## src/wdp_pkg.sv

```systemverilog
package wdp_pkg;

    // ==========================================================
    // Clock and tick timing
    localparam int CLK_PERIOD_PS      = 25000;
    localparam int REP_TICK_NS        = 10000;
    localparam int FIRST_TICK_NS      = 1000000;
    localparam int REP_TICK_CYC       = (REP_TICK_NS * 1000) / CLK_PERIOD_PS;
    localparam int FIRST_TICK_CYC     = (FIRST_TICK_NS / CLK_PERIOD_PS) * 1000;
    localparam int SHARE_LOST_CYC     = 2 * REP_TICK_CYC;
    localparam int REP_TICKS_PER_MS   = 1000000 / REP_TICK_NS;
    localparam int FIRST_TICKS_PER_MS = 1000000 / FIRST_TICK_NS;
    localparam int REP_MAX_US         = 600000;
    localparam int FIRST_MAX_MS       = 65000;
    localparam int REP_MAX_TICKS      = (REP_MAX_US * 1000) / REP_TICK_NS;
    localparam int FIRST_MAX_TICKS    = FIRST_MAX_MS * FIRST_TICKS_PER_MS;

    // ==========================================================
    // Command codes
    localparam logic [7:0] CMD_WD_FIRST  = 8'hE0;
    localparam logic [7:0] CMD_WD_REPEAT = 8'hE1;
    localparam logic [7:0] CMD_PAGE_MASK = 8'hE2;
    localparam logic [7:0] CMD_PADS      = 8'hE3;
    localparam logic [7:0] CMD_BASE_ADDR = 8'hE4;

    // ==========================================================
    // Reset values
    localparam logic [15:0] RST_WD_FIRST  = 16'h0000;
    localparam logic [15:0] RST_WD_REPEAT = 16'h0000;
    localparam logic [7:0]  RST_PAGE_MASK = 8'hFF;
    localparam logic [6:0]  RST_BASE_ADDR = 7'h40;

    // ==========================================================
    // Field layout
    localparam int L11_MANT_MSB     = 10;
    localparam int L11_EXP_LSB      = 11;
    localparam int BASE_ADDR_MSB    = 6;
    localparam int PAD_PG_BIT       = 15;
    localparam int PAD_ALERT_BIT    = 14;
    localparam int PAD_FDRV_LSB     = 10;
    localparam int PAD_ASEL_HI_LSB  = 8;
    localparam int PAD_ASEL_LO_LSB  = 6;
    localparam int PAD_CTRL_B_BIT   = 5;
    localparam int PAD_CTRL_A_BIT   = 4;
    localparam int PAD_FAULT_LSB    = 0;
    localparam logic [1:0] ASEL_HIGH  = 2'h3;
    localparam logic [1:0] ASEL_FLOAT = 2'h2;
    localparam logic [1:0] ASEL_LOW   = 2'h0;
    localparam logic [7:0] GLOBAL_PAGE = 8'hFF;
    localparam int NUM_CHAN         = 8;
    localparam logic [6:0] MAX_ADDR_OFS = 7'h09;

    // ==========================================================
    // Types
    typedef enum logic [4:0]
    {
        WD_OFF     = 5'h01,
        WD_WAIT_PG = 5'h02,
        WD_FIRST   = 5'h04,
        WD_REPEAT  = 5'h08,
        WD_HOLD    = 5'h10
    } wdp_wd_e;

    typedef struct packed
    {
        logic        wr;
        logic        rd;
        logic [6:0]  addr;
        logic [7:0]  code;
        logic [15:0] wdata;
        logic [7:0]  page;
    } wdp_cmd_s;

    typedef struct packed
    {
        logic [3:0] fault_bus_line_n;
        logic       run_control_a;
        logic       run_control_b;
        logic       addr_select_lo_high;
        logic       addr_select_lo_float;
        logic       addr_select_hi_high;
        logic       addr_select_hi_float;
        logic       watchdog_service_in;
        logic       share_clk;
    } wdp_pad_s;

    typedef struct packed
    {
        logic [15:0] first_reg;
        logic [15:0] rep_reg;
        logic [7:0]  mask;
        logic [6:0]  base;
        logic [15:0] first_ticks;
        logic [15:0] rep_ticks;
        wdp_wd_e     state;
        logic [15:0] tick_cnt;
        logic [15:0] pre_first;
        logic [15:0] pre_rep;
        logic [15:0] share_gap;
        logic        share_prev;
        logic        svc_prev;
        logic        alert;
        logic        pg_low;
        logic        expired;
        logic [23:0] hold_cnt;
        logic [6:0]  dev_addr;
        logic [7:0]  chan_en;
        logic [15:0] rd_data;
        logic        rd_valid;
    } wdp_regs_s;

endpackage

```

## src/wdp_sync.sv

```systemverilog
`timescale 1ns/100ps
module wdp_sync #(
    parameter int WIDTH = 1
) (
    input  wire logic             core_clk,
    input  wire logic             reset_n,
    input  wire logic [WIDTH-1:0] async_in,
    output logic      [WIDTH-1:0] sync_out
);
    logic [WIDTH-1:0] meta_ff;

    // ==========================================================
    // Two-stage synchroniser
    always_ff @(posedge core_clk)
    begin
        if (!reset_n)
        begin
            meta_ff  <= '0;
            sync_out <= '0;
        end
        else
        begin
            meta_ff  <= async_in;
            sync_out <= meta_ff;
        end
    end
endmodule

```

## src/wdp_l11_cnv.sv

```systemverilog
`timescale 1ns/100ps
module wdp_l11_cnv #(
    parameter int TICKS_PER_MS = 1,
    parameter int MAX_TICKS    = 65000
) (
    input  wire logic [15:0] l11,
    output logic      [15:0] ticks
);
    logic [47:0] prod;
    logic [47:0] res;
    logic [4:0]  sh;

    // ==========================================================
    // Milliseconds in linear format to ticks, rounded to nearest
    always_comb
    begin
        prod = 48'(l11[wdp_pkg::L11_MANT_MSB-1:0]) * 48'(TICKS_PER_MS);
        sh   = 5'(~l11[15:wdp_pkg::L11_EXP_LSB] + 5'h01);
        if (!l11[15])
            res = prod << l11[15:wdp_pkg::L11_EXP_LSB];
        else
            res = (prod + (48'h1 << (sh - 5'h01))) >> sh;
        // Negative or zero mantissa leaves the timer disabled
        if (l11[wdp_pkg::L11_MANT_MSB] || l11[wdp_pkg::L11_MANT_MSB-1:0] == '0)
            res = '0;
        else if (res > 48'(MAX_TICKS))
            res = 48'(MAX_TICKS);
        else if (res == '0)
            res = 48'h1;
        ticks = res[15:0];
    end
endmodule

```

## src/wdp_regs.sv

```systemverilog
// What this block does
// [RQ1] With power-good gated by watchdog, first interval starts at power-good assertion.
// [RQ2] Without gating, first interval starts when the watchdog becomes enabled.
// [RQ3] Zero mantissa in either interval register disables the watchdog.
// [RQ4] After the first interval, every interval uses the repeating value until a power-good wait or disable restarts the first.
// [RQ5] Write of the repeating interval with non-zero mantissa restarts the count.
// [RQ6] Both interval registers are 16-bit linear-format words in milliseconds.
// [RQ7] Intervals count on internal clock; repeating ticks follow the shared timebase while it runs.
// [RQ8] Repeating interval rounds to 10 us, first interval to 1 ms.
// [RQ9] Repeating interval capped at 0.6 s, first interval at 65 s.
// [RQ10] With page 0xFF only mask-enabled channels act on the access.
// [RQ11] Mask bit n enables channel n for global-page accesses.
// [RQ12] Pad status is read-only; bits 9:0 show pads before deglitching.
// [RQ13] Pad bit 15 reads 0 while power-good is pulled low.
// [RQ14] Pad bit 14 reads 0 while alert is pulled low.
// [RQ15] Pad bits 13:10 read 0 for fault-bus lines driven low.
// [RQ16] Address selects coded 11 high, 10 floating, 00 low.
// [RQ17] Pad bits 5 and 4 show the two run-control pad levels.
// [RQ18] Pad bits 3:0 show sensed fault-bus line levels.
// [RQ19] Base address keeps 7 bits; bit 7 reads zero.
// [RQ20] Device address is base plus offset 0 to 8; only it is answered.
// [RQ21] Rising edge on the service input restarts the watchdog.
// [RQ22] Expiry asserts alert; optionally drops power-good for the assertion delay.
// [RQ23] Offset comes from the two decoded three-level address selects.
`timescale 1ns/100ps
module wdp_regs #(
    parameter int FIRST_TICK_CYC = wdp_pkg::FIRST_TICK_CYC
) (
    input  wire logic              core_clk,
    input  wire logic              reset_n,
    input  wire wdp_pkg::wdp_cmd_s cmd,
    input  wire wdp_pkg::wdp_pad_s pads,
    input  wire logic [3:0]        fault_drive_low,
    input  wire logic              pg_internal,
    input  wire logic              pg_follow_wd,
    input  wire logic              pg_drop_on_expiry,
    input  wire logic [23:0]       pg_delay_cycles,
    input  wire logic              alert_clear,
    output logic      [15:0]       rd_data_ff,
    output logic                   rd_valid_ff,
    output logic      [6:0]        dev_addr_ff,
    output logic      [7:0]        chan_en_ff,
    output logic                   alert_pull_low_ff,
    output logic                   pwrgd_pull_low_ff,
    output logic                   wd_expired_ff
);
    wdp_pkg::wdp_regs_s r_ff;
    wdp_pkg::wdp_regs_s nxt_r;
    wdp_pkg::wdp_pad_s  s;
    logic [15:0]        first_ticks_w;
    logic [15:0]        rep_ticks_w;
    logic               wr_w;
    logic               rd_w;
    logic               wd_en_w;
    logic               share_rise_w;
    logic               share_run_w;
    logic               tick_rep_w;
    logic               tick_first_w;
    logic               svc_rise_w;
    logic               restart_w;
    logic               expire_w;
    logic [1:0]         asel_lo_w;
    logic [1:0]         asel_hi_w;
    logic [6:0]         ofs_w;
    logic [15:0]        pad_w;

    // ==========================================================
    // Pad synchronisers and interval converters
    wdp_sync #(
        .WIDTH ($bits(wdp_pkg::wdp_pad_s))
    ) u_sync (
        .core_clk (core_clk),
        .reset_n  (reset_n),
        .async_in (pads),
        .sync_out (s)
    );

    wdp_l11_cnv #(
        .TICKS_PER_MS (wdp_pkg::FIRST_TICKS_PER_MS),
        .MAX_TICKS    (wdp_pkg::FIRST_MAX_TICKS)
    ) u_cnv_first (
        .l11   (r_ff.first_reg),
        .ticks (first_ticks_w)
    );

    wdp_l11_cnv #(
        .TICKS_PER_MS (wdp_pkg::REP_TICKS_PER_MS),
        .MAX_TICKS    (wdp_pkg::REP_MAX_TICKS)
    ) u_cnv_rep (
        .l11   (r_ff.rep_reg),
        .ticks (rep_ticks_w)
    );

    // ==========================================================
    // Decodes
    always_comb
    begin
        wr_w    = cmd.wr && cmd.addr == r_ff.dev_addr; // [RQ20]
        rd_w    = cmd.rd && cmd.addr == r_ff.dev_addr; // [RQ20]
        wd_en_w = r_ff.first_ticks != '0 && r_ff.rep_ticks != '0; // [RQ3]
        share_rise_w = s.share_clk && !r_ff.share_prev;
        share_run_w  = r_ff.share_gap < 16'(wdp_pkg::SHARE_LOST_CYC);
        // Repeating ticks lock to the shared timebase while it runs
        if (share_run_w)
            tick_rep_w = share_rise_w; // [RQ7]
        else
            tick_rep_w = r_ff.pre_rep == 16'(wdp_pkg::REP_TICK_CYC - 1); // [RQ7] [RQ8]
        tick_first_w = r_ff.pre_first == 16'(FIRST_TICK_CYC - 1); // [RQ8]
        svc_rise_w   = s.watchdog_service_in && !r_ff.svc_prev; // [RQ21]
        restart_w    = svc_rise_w
                       || (wr_w && cmd.code == wdp_pkg::CMD_WD_REPEAT
                           && cmd.wdata[wdp_pkg::L11_MANT_MSB:0] != '0); // [RQ5]
        expire_w = 1'b0;
        if (r_ff.state == wdp_pkg::WD_FIRST && tick_first_w
            && 16'(r_ff.tick_cnt + 16'h0001) >= r_ff.first_ticks)
            expire_w = wd_en_w && !restart_w;
        if (r_ff.state == wdp_pkg::WD_REPEAT && tick_rep_w
            && 16'(r_ff.tick_cnt + 16'h0001) >= r_ff.rep_ticks)
            expire_w = wd_en_w && !restart_w;
        asel_lo_w = s.addr_select_lo_high ? wdp_pkg::ASEL_HIGH
                  : (s.addr_select_lo_float ? wdp_pkg::ASEL_FLOAT : wdp_pkg::ASEL_LOW); // [RQ16]
        asel_hi_w = s.addr_select_hi_high ? wdp_pkg::ASEL_HIGH
                  : (s.addr_select_hi_float ? wdp_pkg::ASEL_FLOAT : wdp_pkg::ASEL_LOW); // [RQ16]
        // Offset is three times the upper select plus the lower, 0 to 8
        ofs_w = 7'(asel_hi_w[1] ? (asel_hi_w[0] ? 6 : 3) : 0)
              + 7'(asel_lo_w[1] ? (asel_lo_w[0] ? 2 : 1) : 0); // [RQ23]
        pad_w = '0;
        pad_w[wdp_pkg::PAD_PG_BIT]    = !r_ff.pg_low; // [RQ13]
        pad_w[wdp_pkg::PAD_ALERT_BIT] = !r_ff.alert; // [RQ14]
        pad_w[wdp_pkg::PAD_FDRV_LSB +: 4]    = ~fault_drive_low; // [RQ15]
        pad_w[wdp_pkg::PAD_ASEL_HI_LSB +: 2] = asel_hi_w; // [RQ16]
        pad_w[wdp_pkg::PAD_ASEL_LO_LSB +: 2] = asel_lo_w; // [RQ16]
        pad_w[wdp_pkg::PAD_CTRL_B_BIT] = s.run_control_b; // [RQ17]
        pad_w[wdp_pkg::PAD_CTRL_A_BIT] = s.run_control_a; // [RQ17]
        pad_w[wdp_pkg::PAD_FAULT_LSB +: 4] = s.fault_bus_line_n; // [RQ12] [RQ18]
    end

    // ==========================================================
    // Next state
    always_comb
    begin
        nxt_r = r_ff;
        nxt_r.rd_valid = rd_w;
        nxt_r.expired  = expire_w;
        if (wr_w)
        begin
            case (cmd.code)
                wdp_pkg::CMD_WD_FIRST:  nxt_r.first_reg = cmd.wdata; // [RQ6]
                wdp_pkg::CMD_WD_REPEAT: nxt_r.rep_reg   = cmd.wdata; // [RQ6]
                wdp_pkg::CMD_PAGE_MASK: nxt_r.mask      = cmd.wdata[7:0]; // [RQ11]
                wdp_pkg::CMD_BASE_ADDR: nxt_r.base      = cmd.wdata[wdp_pkg::BASE_ADDR_MSB:0]; // [RQ19]
                default:                nxt_r.mask      = r_ff.mask; // [RQ12]
            endcase
        end
        if (rd_w)
        begin
            case (cmd.code)
                wdp_pkg::CMD_WD_FIRST:  nxt_r.rd_data = r_ff.first_reg;
                wdp_pkg::CMD_WD_REPEAT: nxt_r.rd_data = r_ff.rep_reg;
                wdp_pkg::CMD_PAGE_MASK: nxt_r.rd_data = {8'h00, r_ff.mask};
                wdp_pkg::CMD_PADS:      nxt_r.rd_data = pad_w; // [RQ12]
                wdp_pkg::CMD_BASE_ADDR: nxt_r.rd_data = {9'h000, r_ff.base}; // [RQ19]
                default:                nxt_r.rd_data = 16'h0000;
            endcase
        end
        nxt_r.first_ticks = first_ticks_w; // [RQ8] [RQ9]
        nxt_r.rep_ticks   = rep_ticks_w; // [RQ8] [RQ9]
        nxt_r.share_prev  = s.share_clk;
        nxt_r.svc_prev    = s.watchdog_service_in;
        if (share_rise_w)
            nxt_r.share_gap = '0;
        else if (share_run_w)
            nxt_r.share_gap = 16'(r_ff.share_gap + 16'h0001);
        // Restart or expiry opens a full interval, not a partial first tick
        if (tick_rep_w || restart_w || expire_w)
            nxt_r.pre_rep = '0; // [RQ5] [RQ4]
        else
            nxt_r.pre_rep = 16'(r_ff.pre_rep + 16'h0001);
        nxt_r.pre_first = tick_first_w ? 16'h0000 : 16'(r_ff.pre_first + 16'h0001);
        nxt_r.dev_addr  = 7'(r_ff.base + ofs_w); // [RQ20]
        if (cmd.page == wdp_pkg::GLOBAL_PAGE)
            nxt_r.chan_en = r_ff.mask; // [RQ10] [RQ11]
        else if (cmd.page < 8'(wdp_pkg::NUM_CHAN))
            nxt_r.chan_en = 8'h01 << cmd.page[2:0];
        else
            nxt_r.chan_en = 8'h00;
        // A new expiry wins over a clear in the same cycle
        nxt_r.alert = (r_ff.alert && !alert_clear) || expire_w; // [RQ22]

        case (r_ff.state)
            wdp_pkg::WD_OFF:
            begin
                nxt_r.tick_cnt  = '0;
                nxt_r.pre_first = '0;
                if (wd_en_w)
                    nxt_r.state = pg_follow_wd ? wdp_pkg::WD_WAIT_PG : wdp_pkg::WD_FIRST; // [RQ2]
            end
            wdp_pkg::WD_WAIT_PG:
            begin
                nxt_r.tick_cnt  = '0;
                nxt_r.pre_first = '0;
                if (!r_ff.pg_low)
                    nxt_r.state = wdp_pkg::WD_FIRST; // [RQ1]
            end
            wdp_pkg::WD_FIRST:
            begin
                if (tick_first_w)
                    nxt_r.tick_cnt = 16'(r_ff.tick_cnt + 16'h0001); // [RQ7]
                if (restart_w)
                begin
                    nxt_r.state    = wdp_pkg::WD_REPEAT; // [RQ21]
                    nxt_r.tick_cnt = '0;
                end
            end
            wdp_pkg::WD_REPEAT:
            begin
                if (tick_rep_w)
                    nxt_r.tick_cnt = 16'(r_ff.tick_cnt + 16'h0001); // [RQ7]
                if (restart_w)
                    nxt_r.tick_cnt = '0; // [RQ5] [RQ21]
            end
            wdp_pkg::WD_HOLD:
            begin
                nxt_r.tick_cnt = '0;
                nxt_r.hold_cnt = 24'(r_ff.hold_cnt + 24'h000001);
                if (r_ff.hold_cnt >= pg_delay_cycles)
                    nxt_r.state = pg_follow_wd ? wdp_pkg::WD_WAIT_PG : wdp_pkg::WD_REPEAT; // [RQ22]
            end
            default:
                nxt_r.state = wdp_pkg::WD_OFF;
        endcase

        if (expire_w)
        begin
            nxt_r.tick_cnt = '0;
            nxt_r.hold_cnt = '0;
            nxt_r.state    = pg_drop_on_expiry ? wdp_pkg::WD_HOLD : wdp_pkg::WD_REPEAT; // [RQ4] [RQ22]
        end
        if (pg_follow_wd && r_ff.pg_low
            && (r_ff.state == wdp_pkg::WD_FIRST || r_ff.state == wdp_pkg::WD_REPEAT))
            nxt_r.state = wdp_pkg::WD_WAIT_PG; // [RQ1]
        if (!wd_en_w)
            nxt_r.state = wdp_pkg::WD_OFF; // [RQ3]
        nxt_r.pg_low = !pg_internal || nxt_r.state == wdp_pkg::WD_HOLD; // [RQ22]
    end

    // ==========================================================
    // State register
    always_ff @(posedge core_clk)
    begin
        if (!reset_n)
        begin
            r_ff           <= '0;
            r_ff.first_reg <= wdp_pkg::RST_WD_FIRST;
            r_ff.rep_reg   <= wdp_pkg::RST_WD_REPEAT;
            r_ff.mask      <= wdp_pkg::RST_PAGE_MASK;
            r_ff.base      <= wdp_pkg::RST_BASE_ADDR;
            r_ff.state     <= wdp_pkg::WD_OFF;
            r_ff.share_gap <= 16'(wdp_pkg::SHARE_LOST_CYC);
            r_ff.pg_low    <= 1'b1;
            r_ff.dev_addr  <= wdp_pkg::RST_BASE_ADDR;
        end
        else
        begin
            r_ff <= nxt_r;
        end
    end

    assign rd_data_ff        = r_ff.rd_data;
    assign rd_valid_ff       = r_ff.rd_valid;
    assign dev_addr_ff       = r_ff.dev_addr;
    assign chan_en_ff        = r_ff.chan_en;
    assign alert_pull_low_ff = r_ff.alert;
    assign pwrgd_pull_low_ff = r_ff.pg_low;
    assign wd_expired_ff     = r_ff.expired;
endmodule

```

## config.mk

```make
export PLATFORM = sky130hd
export DESIGN_NAME = wdp_regs
export DESIGN_NICKNAME = d
export VERILOG_FILES = /design/src/wdp_pkg.sv /design/src/wdp_sync.sv /design/src/wdp_l11_cnv.sv /design/src/wdp_regs.sv
export SDC_FILE = /design/constraint.sdc
export NUM_CORES = 1
export LEC_CHECK = 0
export ABC_AREA = 1
export BUFFER_PORTS_ARGS = -buffer_cell sky130_fd_sc_hd__buf_4
export CORE_MARGIN = 2
export CORE_UTILIZATION = 45
export DETAILED_ROUTE_END_ITERATION = 6
export GPL_TIMING_DRIVEN = 0
export PLACE_DENSITY_LB_ADDON = 0.12
export REMOVE_ABC_BUFFERS = 1
export SLEW_MARGIN = 20
export SYNTH_ARGS = -nofsm -noshare
export SYNTH_HDL_FRONTEND = slang
export SYNTH_SLANG_ARGS = --single-unit
export TNS_END_PERCENT = 100
```

## constraint.sdc

```tcl
create_clock -name core_clk -period 7.15 [get_ports core_clk]
set_clock_uncertainty 0.15 [all_clocks]
set_input_delay 1.0725 -clock core_clk [delete_from_list [all_inputs] [get_ports core_clk]]
set_output_delay 1.0725 -clock core_clk [all_outputs]
set_load 0.01 [all_outputs]
```

Word-level counts from Yosys, hierarchy flattened:

Cells that the tools add are included.

* flip-flop bits (word level): 233
* bits of input ports: 87
* output and inout bits: 35
* word-level logic and storage cells: 168

* add/subtract/negate cells: 13
* multipliers: 1
* order comparisons: 7
* equal/unequal tests: 17
* shift operators: 7
* multiplexer cells: 36
* bitwise operators: 4
* reduce and logical (&&, ||, !) cells: 55

Operators by type and width (number)
* $mux W16: 7
* $gt A48 B16 Y1 const B: 2
* $logic_not A48 Y1: 2
* $mux W48: 2
* $shl A1 B5 Y48 const A: 2
* $shr A48 B5 Y48: 2
* $pmux W16 S5: 1
* $add A16 B1 Y16 const B: 4
* $add A10 B48 Y48: 1
* $add A17 B48 Y48: 1
* $eq A8 B8 Y1 const B: 6
* $pmux W16 S3: 1
* $shl A10 B5 Y48: 1
* $shl A17 B5 Y48: 1
* $mux W21: 2
* $ge A16 B16 Y1: 2
* $reduce_bool A16 Y1: 2
* $mux W5: 5
* $pmux W5 S5: 1
* $add A24 B1 Y24 const B: 1
* $ge A24 B24 Y1: 1
* $logic_not A10 Y1: 2
* $mux W10: 2
* $eq A16 B16 Y1 const B: 1
* other kinds (35): 88

Depth between registers and ports, before layout:

* depth after elaboration: 14
* mapped depth: 47
* gate-level depth less buffers: 43

Modules after synthesis:

A second synthesis with hierarchy kept.

* cell total of the unflattened synthesis: 3310
* area, all modules: 20534.7 sq um

Modules (own cells, without submodules)
* wdp_regs: times used 1, cells each 1605, area each 11412.2 sq um, seq. area each 4184.0 sq um
* wdp_l11_cnv (u_cnv_rep): times used 1, cells each 960, area each 5136.2 sq um, seq. area each 0.0 sq um
* wdp_l11_cnv (u_cnv_first): times used 1, cells each 671, area each 3303.2 sq um, seq. area each 0.0 sq um
* wdp_sync: times used 1, cells each 74, area each 683.2 sq um, seq. area each 480.5 sq um

Worst setup path after synthesis:

No wires, ideal clock.

* path kind: register to register
* from: register r_ff[204] (netlist bit)
* to: register r_ff[153] (netlist bit)
* setup time: 0.113 ns
* arrival time: 5.205 ns
* required time: 6.887 ns
* slack: 1.682 ns
* stages on the path, launching flop included: 35
* buffers on the path: 5
* period minus slack after synthesis: 5.468 ns
* path through: dfxtp_1 -> buf_2 -> inv_2 -> clkbuf_1 -> clkbuf_1 -> ha_1 -> nand3_2 -> nand2_2 -> nand2_2 -> xor2_2 -> buf_2 -> buf_1 -> nor4_1 -> ha_1 -> fa_1 -> nand3_1 -> nand3_1 -> a31oi_1 -> o21ai_0 -> a21oi_1 -> o21ai_0 -> nand2_1 -> nand2_1 -> nand3_1 -> nand3_1 -> nand3_1 -> nand2_1 -> o21ai_1 -> nand2_1 -> nand2_1 -> nor2_1 -> nand2_2 -> nand2_1 -> o21ai_1 -> inv_1

* word-level cells in the longest chain between the ends: 10
* elaborated cells on any way between the ends: 12
* classes of those cells: add/sub (3); order compare (1); shift (3); mux (3); bitwise (1); reduce/logical (1)

RTL lines
* start, declared: RTL line wdp_regs.sv:47 `wdp_pkg::wdp_regs_s r_ff;`
* start signal, assigned: RTL line wdp_regs.sv:265 `r_ff <= nxt_r;`
* $not A5 Y5: RTL line wdp_l11_cnv.sv:18 `sh = 5'(~l11[15:wdp_pkg::L11_EXP_LSB] + 5'h01);`
* $add A5 B1 Y5: RTL line wdp_l11_cnv.sv:18
* $sub A5 B1 Y5: RTL line wdp_l11_cnv.sv:22 `res = (prod + (48'h1 << (sh - 5'h01))) >> sh;`
* $shl A1 B5 Y48: RTL line wdp_l11_cnv.sv:22
* $add A10 B48 Y48: RTL line wdp_l11_cnv.sv:22
* $shr A48 B5 Y48: RTL line wdp_l11_cnv.sv:22
* $mux W48 (*): RTL line wdp_l11_cnv.sv:19 `if (!l11[15])`
* branches (longest 2 deep; another with $gt A48 B16 Y1)
* $mux W16 (*): RTL line wdp_l11_cnv.sv:26 `else if (res > 48'(MAX_TICKS))`

Mark *: on every way between the ends.
A chain may end at the register's enable or synchronous reset.

Worst setup path in the final report:

* from: register r_ff[206] (netlist bit)
* to: register r_ff[158] (netlist bit)

The elaborated chain is that of the path after synthesis.

==> impl_metrics.ini <==
[synth]
synth_xor_area_frac = 0.0293
dominantRegCellSynth = sky130_fd_sc_hd__dfxtp_1
seq_area_frac_synth = 0.245
synth_mux_area_frac = 0.00577
post_synth_fa_ha_maj_area_fraction = 0.102
postSynth.asyncResetShare = 0
synth_simple_gate_area_frac = 0.349
post_synthesis_cell_area_um2 = 19100
number_of_flops_mapped_to_enable_cells_by_yosys = 0
synth_compound_gate_area_share = 0.153
synth_top_family_by_area = simple AND/OR/NAND/NOR gates
synthCells = 2983
yosys_warnings = 0
post_synth_num_cell_types = 70
ys_seq_elements = 233
syn-mean-instance-area_um2 = 6.39

[detailed_routing]
total_wirelength_mm = 55.7
ant_nets = 0
detail_route.drc_violations = 0
drt-initial-drc-count = 1528
wire_per_inst_um = 15.7
via_per_inst = 5.42
dr.pass1.iters = 6
routed-via-count = 19284

[timing]
fin_tns_setup_ps = 0
post-route-min-period_ps = 6580
timing.final.max_slew_violations = 0
tightest_slew_ps = 1090
rsz0062_at_grt = false
report.final.hold_viol_count = 0
clock.fmax_mhz = 152
post-route-worst-setup-slack_ps = 575
setup_viol = 0
final.period_utilization = 0.920
maxSlewHeadroom = 0.269

[cts]
cts_hold_repair.buffers = 0
clock_path_buffers = 3
worst_skew_pair.late_latency_ps = 580
cts_tree = built
ctsRootBufferMaster = sky130_fd_sc_hd__clkbuf_16
clock_sinks = 233
tritoncts.num_buffers = 28
htree_num_levels = 1
path_clk_slew_ps = 60

[power_and_ir_drop]
total_power_mw = 3.03
cellPowerDensity_nw_per_um2 = 143
cellLeakagePower_nw = 9.81
vdd_drop_max_mv = 0.180

[setup_path]
critPathMostFrequentCell = sky130_fd_sc_hd__nand2_1
worstSetupEndpointType = flip-flop
critical_path.reg2reg.startpoint = r_ff[206]
r2r_cells = 28
cp_data_arrival_time_ps = 6890
rrSetupSlack_ps = 570
critical_path.startpoint = r_ff[206]
timing.critical_path.fanout_max = 29
critical_path_class = reg2reg
slowest_stage = sky130_fd_sc_hd__dfxtp_2
required_ps = 7470
critPathMaxStageDelay_ps = 760
timing.critical_path.from_type = flip-flop

[die]
die_y_um = 210
die-area_um2 = 44100
die_width_um = 210
boundaryPins = 122
initial_util = 0.456
std_cell_rows = 75
design.core.area_um2 = 41900

[global_routing]
overflow = 0
via_count_of_the_first_global_routing_pass = 17894
groute.usage.overall = 0.248
maximum_number_of_pins_on_one_net_before_global_route_repair = 95
grt_antenna_before_repair = 3
grt_pass1_wl_mm = 90.3

[worst_hold_path]
whs_path_depth = 2
min-delay-path-class = reg2reg
min_from = u_sync.meta_ff[7]

[finish]
syn2layout_area_growth_pct = 10.7
fill_cells = 4382
final_instance_area_um2 = 21100
nets = 3228
layout-drive-gt1-share = 0.0976

[place]
hpwl_mm = 42.9
io_buffer_count = 121
gp_congestion = 0.947
place_ws_ps = -16.8
placement.cell_area_um2 = 20000

[status]
run_status = finished clean

[run]
max-cap-violations = 0
[routing by layer]
metal	GRT usage	up-vias	routed length, um
met3	0.0227	88	2490
met4	0.0704	0	1330
met5	0	-	0
met1	0.344	8858	26500
li1	-	9897	-
met2	0.411	441	25300
[cell usage after synthesis (6+ instances only)]
cell                       number  area share
sky130_fd_sc_hd__o21ai_1       23      0.0060
sky130_fd_sc_hd__nand2_1      707        0.14
sky130_fd_sc_hd__nand3_2       10      0.0052
sky130_fd_sc_hd__nor4_1        39       0.013
sky130_fd_sc_hd__buf_1         22      0.0043
sky130_fd_sc_hd__buf_2          9      0.0024
sky130_fd_sc_hd__fa_1          10       0.010
sky130_fd_sc_hd__a211oi_1      10      0.0039
sky130_fd_sc_hd__clkinv_1       7      0.0014
sky130_fd_sc_hd__nor3_1        62       0.016
sky130_fd_sc_hd__o22ai_1       13      0.0043
sky130_fd_sc_hd__xnor2_1       17      0.0078
sky130_fd_sc_hd__o21ai_0      188       0.049
sky130_fd_sc_hd__nand3b_1       7      0.0028
sky130_fd_sc_hd__ha_1         140       0.092
sky130_fd_sc_hd__a31oi_1       14      0.0046
sky130_fd_sc_hd__o211ai_1      42       0.017
sky130_fd_sc_hd__o21a_1         9      0.0035
sky130_fd_sc_hd__buf_4         35       0.014
sky130_fd_sc_hd__xor2_1        38       0.017
sky130_fd_sc_hd__inv_2         17      0.0033
sky130_fd_sc_hd__nor3_2         6      0.0031
sky130_fd_sc_hd__nor2_1       210       0.041
sky130_fd_sc_hd__nand3_1      284       0.075
sky130_fd_sc_hd__or2_1          6      0.0020
sky130_fd_sc_hd__inv_1        370       0.073
sky130_fd_sc_hd__nor2_2        18      0.0059
sky130_fd_sc_hd__nor3b_1       17      0.0067
sky130_fd_sc_hd__clkbuf_1      75       0.015
sky130_fd_sc_hd__nand4_1       52       0.017
sky130_fd_sc_hd__mux2i_1       11      0.0058
sky130_fd_sc_hd__or2_2         15      0.0049
sky130_fd_sc_hd__nand2_2       15      0.0049
sky130_fd_sc_hd__a21oi_1      179       0.047
sky130_fd_sc_hd__dfxtp_1      233        0.24
[where the power goes]
part	switching [mW]	total (mW)	internal, mW	leakage (nW)
Sequential	0.00772	1.32	1.31	1.89
Clock	0.605	1.59	0.983	0.502
Combinational	0.0684	0.121	0.0526	7.42
[per-stage QoR]
| stage | hold WS (ps) | util | cells |
|---|---|---|---|
| global placement | 242 | 0.476 | 3496 |
| finish | 259 | 0.504 | 3555 |
| CTS | 259 | 0.503 | 3550 |
| detailed placement | 245 | 0.478 | 3498 |
| global route | 283 | 0.504 | 3555 |
| floorplan | 240 | - | 2836 |
[sequential cells by signal, summed over array words and instances (netlist names)]
register / cells
r_ff: 174
u_sync.sync_out: 12
dev_addr_ff: 7
wd_expired_ff: 1
rd_data_ff: 16
rd_valid_ff: 1
u_sync.meta_ff: 12
alert_pull_low_ff: 1
pwrgd_pull_low_ff: 1
chan_en_ff: 8
[critical path: cells and delay by family (launching register included)]
| kind | cells | cell delay (ps) |
|---|---|---|
| adder cells (fa/ha/maj) | 2 | 650 |
| buffers and inverters | 2 | 500 |
| flip-flops | 1 | 760 |
| AO/OA/AOI/OAI | 6 | 1120 |
| XOR/XNOR | 2 | 1140 |
| AND/OR/NAND/NOR | 16 | 2160 |
[repair_timing]
| item | CTS | global route |
|---|---|---|
| setup buffers | 0 | 0 |
| gates resized for setup | 1 | 7 |
| endpoints found under the hold margin | 0 | 0 |
| endpoints found under the setup margin | 8 | 27 |
| cloned | 0 | 2 |
| pin swaps | 0 | 1 |
[kinds of logic (layout without fill, tap and decap cells)]
group,count (synthesis),count (layout)
and+or+nand+nor,1470,1470
buffers and inverters,543,572
AOI/OAI and AO/OA,517,517
DFF,233,233
adders and majority gates,150,150
xor gates and xnor gates,59,60
muxes,11,11
other,0,3
[final timing paths]
kind	to
worst max register to register	r_ff[158]
worst max-delay path	r_ff[158]
worst min register to register	u_sync.sync_out[7]
worst min-delay path	u_sync.sync_out[7]
[area by class of cell]
class,instances,area [um2],area share
Multi-Input combinational cell,2208,12300,0.581
Timing Repair Buffer,123,956,0.0453
Timing Repair inverter,1,5.00,0.000237
Clock inverter,17,275,0.0130
Clock buffer,35,767,0.0363
Sequential cell,233,4670,0.221
Antenna cell,3,7.51,0.000356
Inverter,396,1500,0.0709
Tap cell,539,674,0.0319
[layout by cell type (no fill, tap or decap), types with 10 or more instances in the layout]
cell	synthesis	final
sky130_fd_sc_hd__nand2_2	15	15
sky130_fd_sc_hd__nor2_2	18	18
sky130_fd_sc_hd__or2_2	15	15
sky130_fd_sc_hd__o22ai_1	13	13
sky130_fd_sc_hd__nor3b_1	17	17
sky130_fd_sc_hd__xnor2_1	17	17
sky130_fd_sc_hd__nand3_2	10	10
sky130_fd_sc_hd__a21oi_1	179	179
sky130_fd_sc_hd__xor2_1	38	38
sky130_fd_sc_hd__dfxtp_1	233	228
sky130_fd_sc_hd__nor3_1	62	61
sky130_fd_sc_hd__ha_1	140	138
sky130_fd_sc_hd__o21ai_1	23	23
sky130_fd_sc_hd__buf_4	35	121
sky130_fd_sc_hd__fa_1	10	10
sky130_fd_sc_hd__inv_2	17	17
sky130_fd_sc_hd__o211ai_1	42	42
sky130_fd_sc_hd__nand3_1	284	284
sky130_fd_sc_hd__o21ai_0	188	188
sky130_fd_sc_hd__inv_1	370	368
sky130_fd_sc_hd__clkbuf_16	0	28
sky130_fd_sc_hd__nand2_1	707	706
sky130_fd_sc_hd__nor2_1	210	210
sky130_fd_sc_hd__nor4_1	39	39
sky130_fd_sc_hd__a31oi_1	14	14
sky130_fd_sc_hd__mux2i_1	11	11
sky130_fd_sc_hd__nand4_1	52	52
Power figures use the tool's default switching activity.
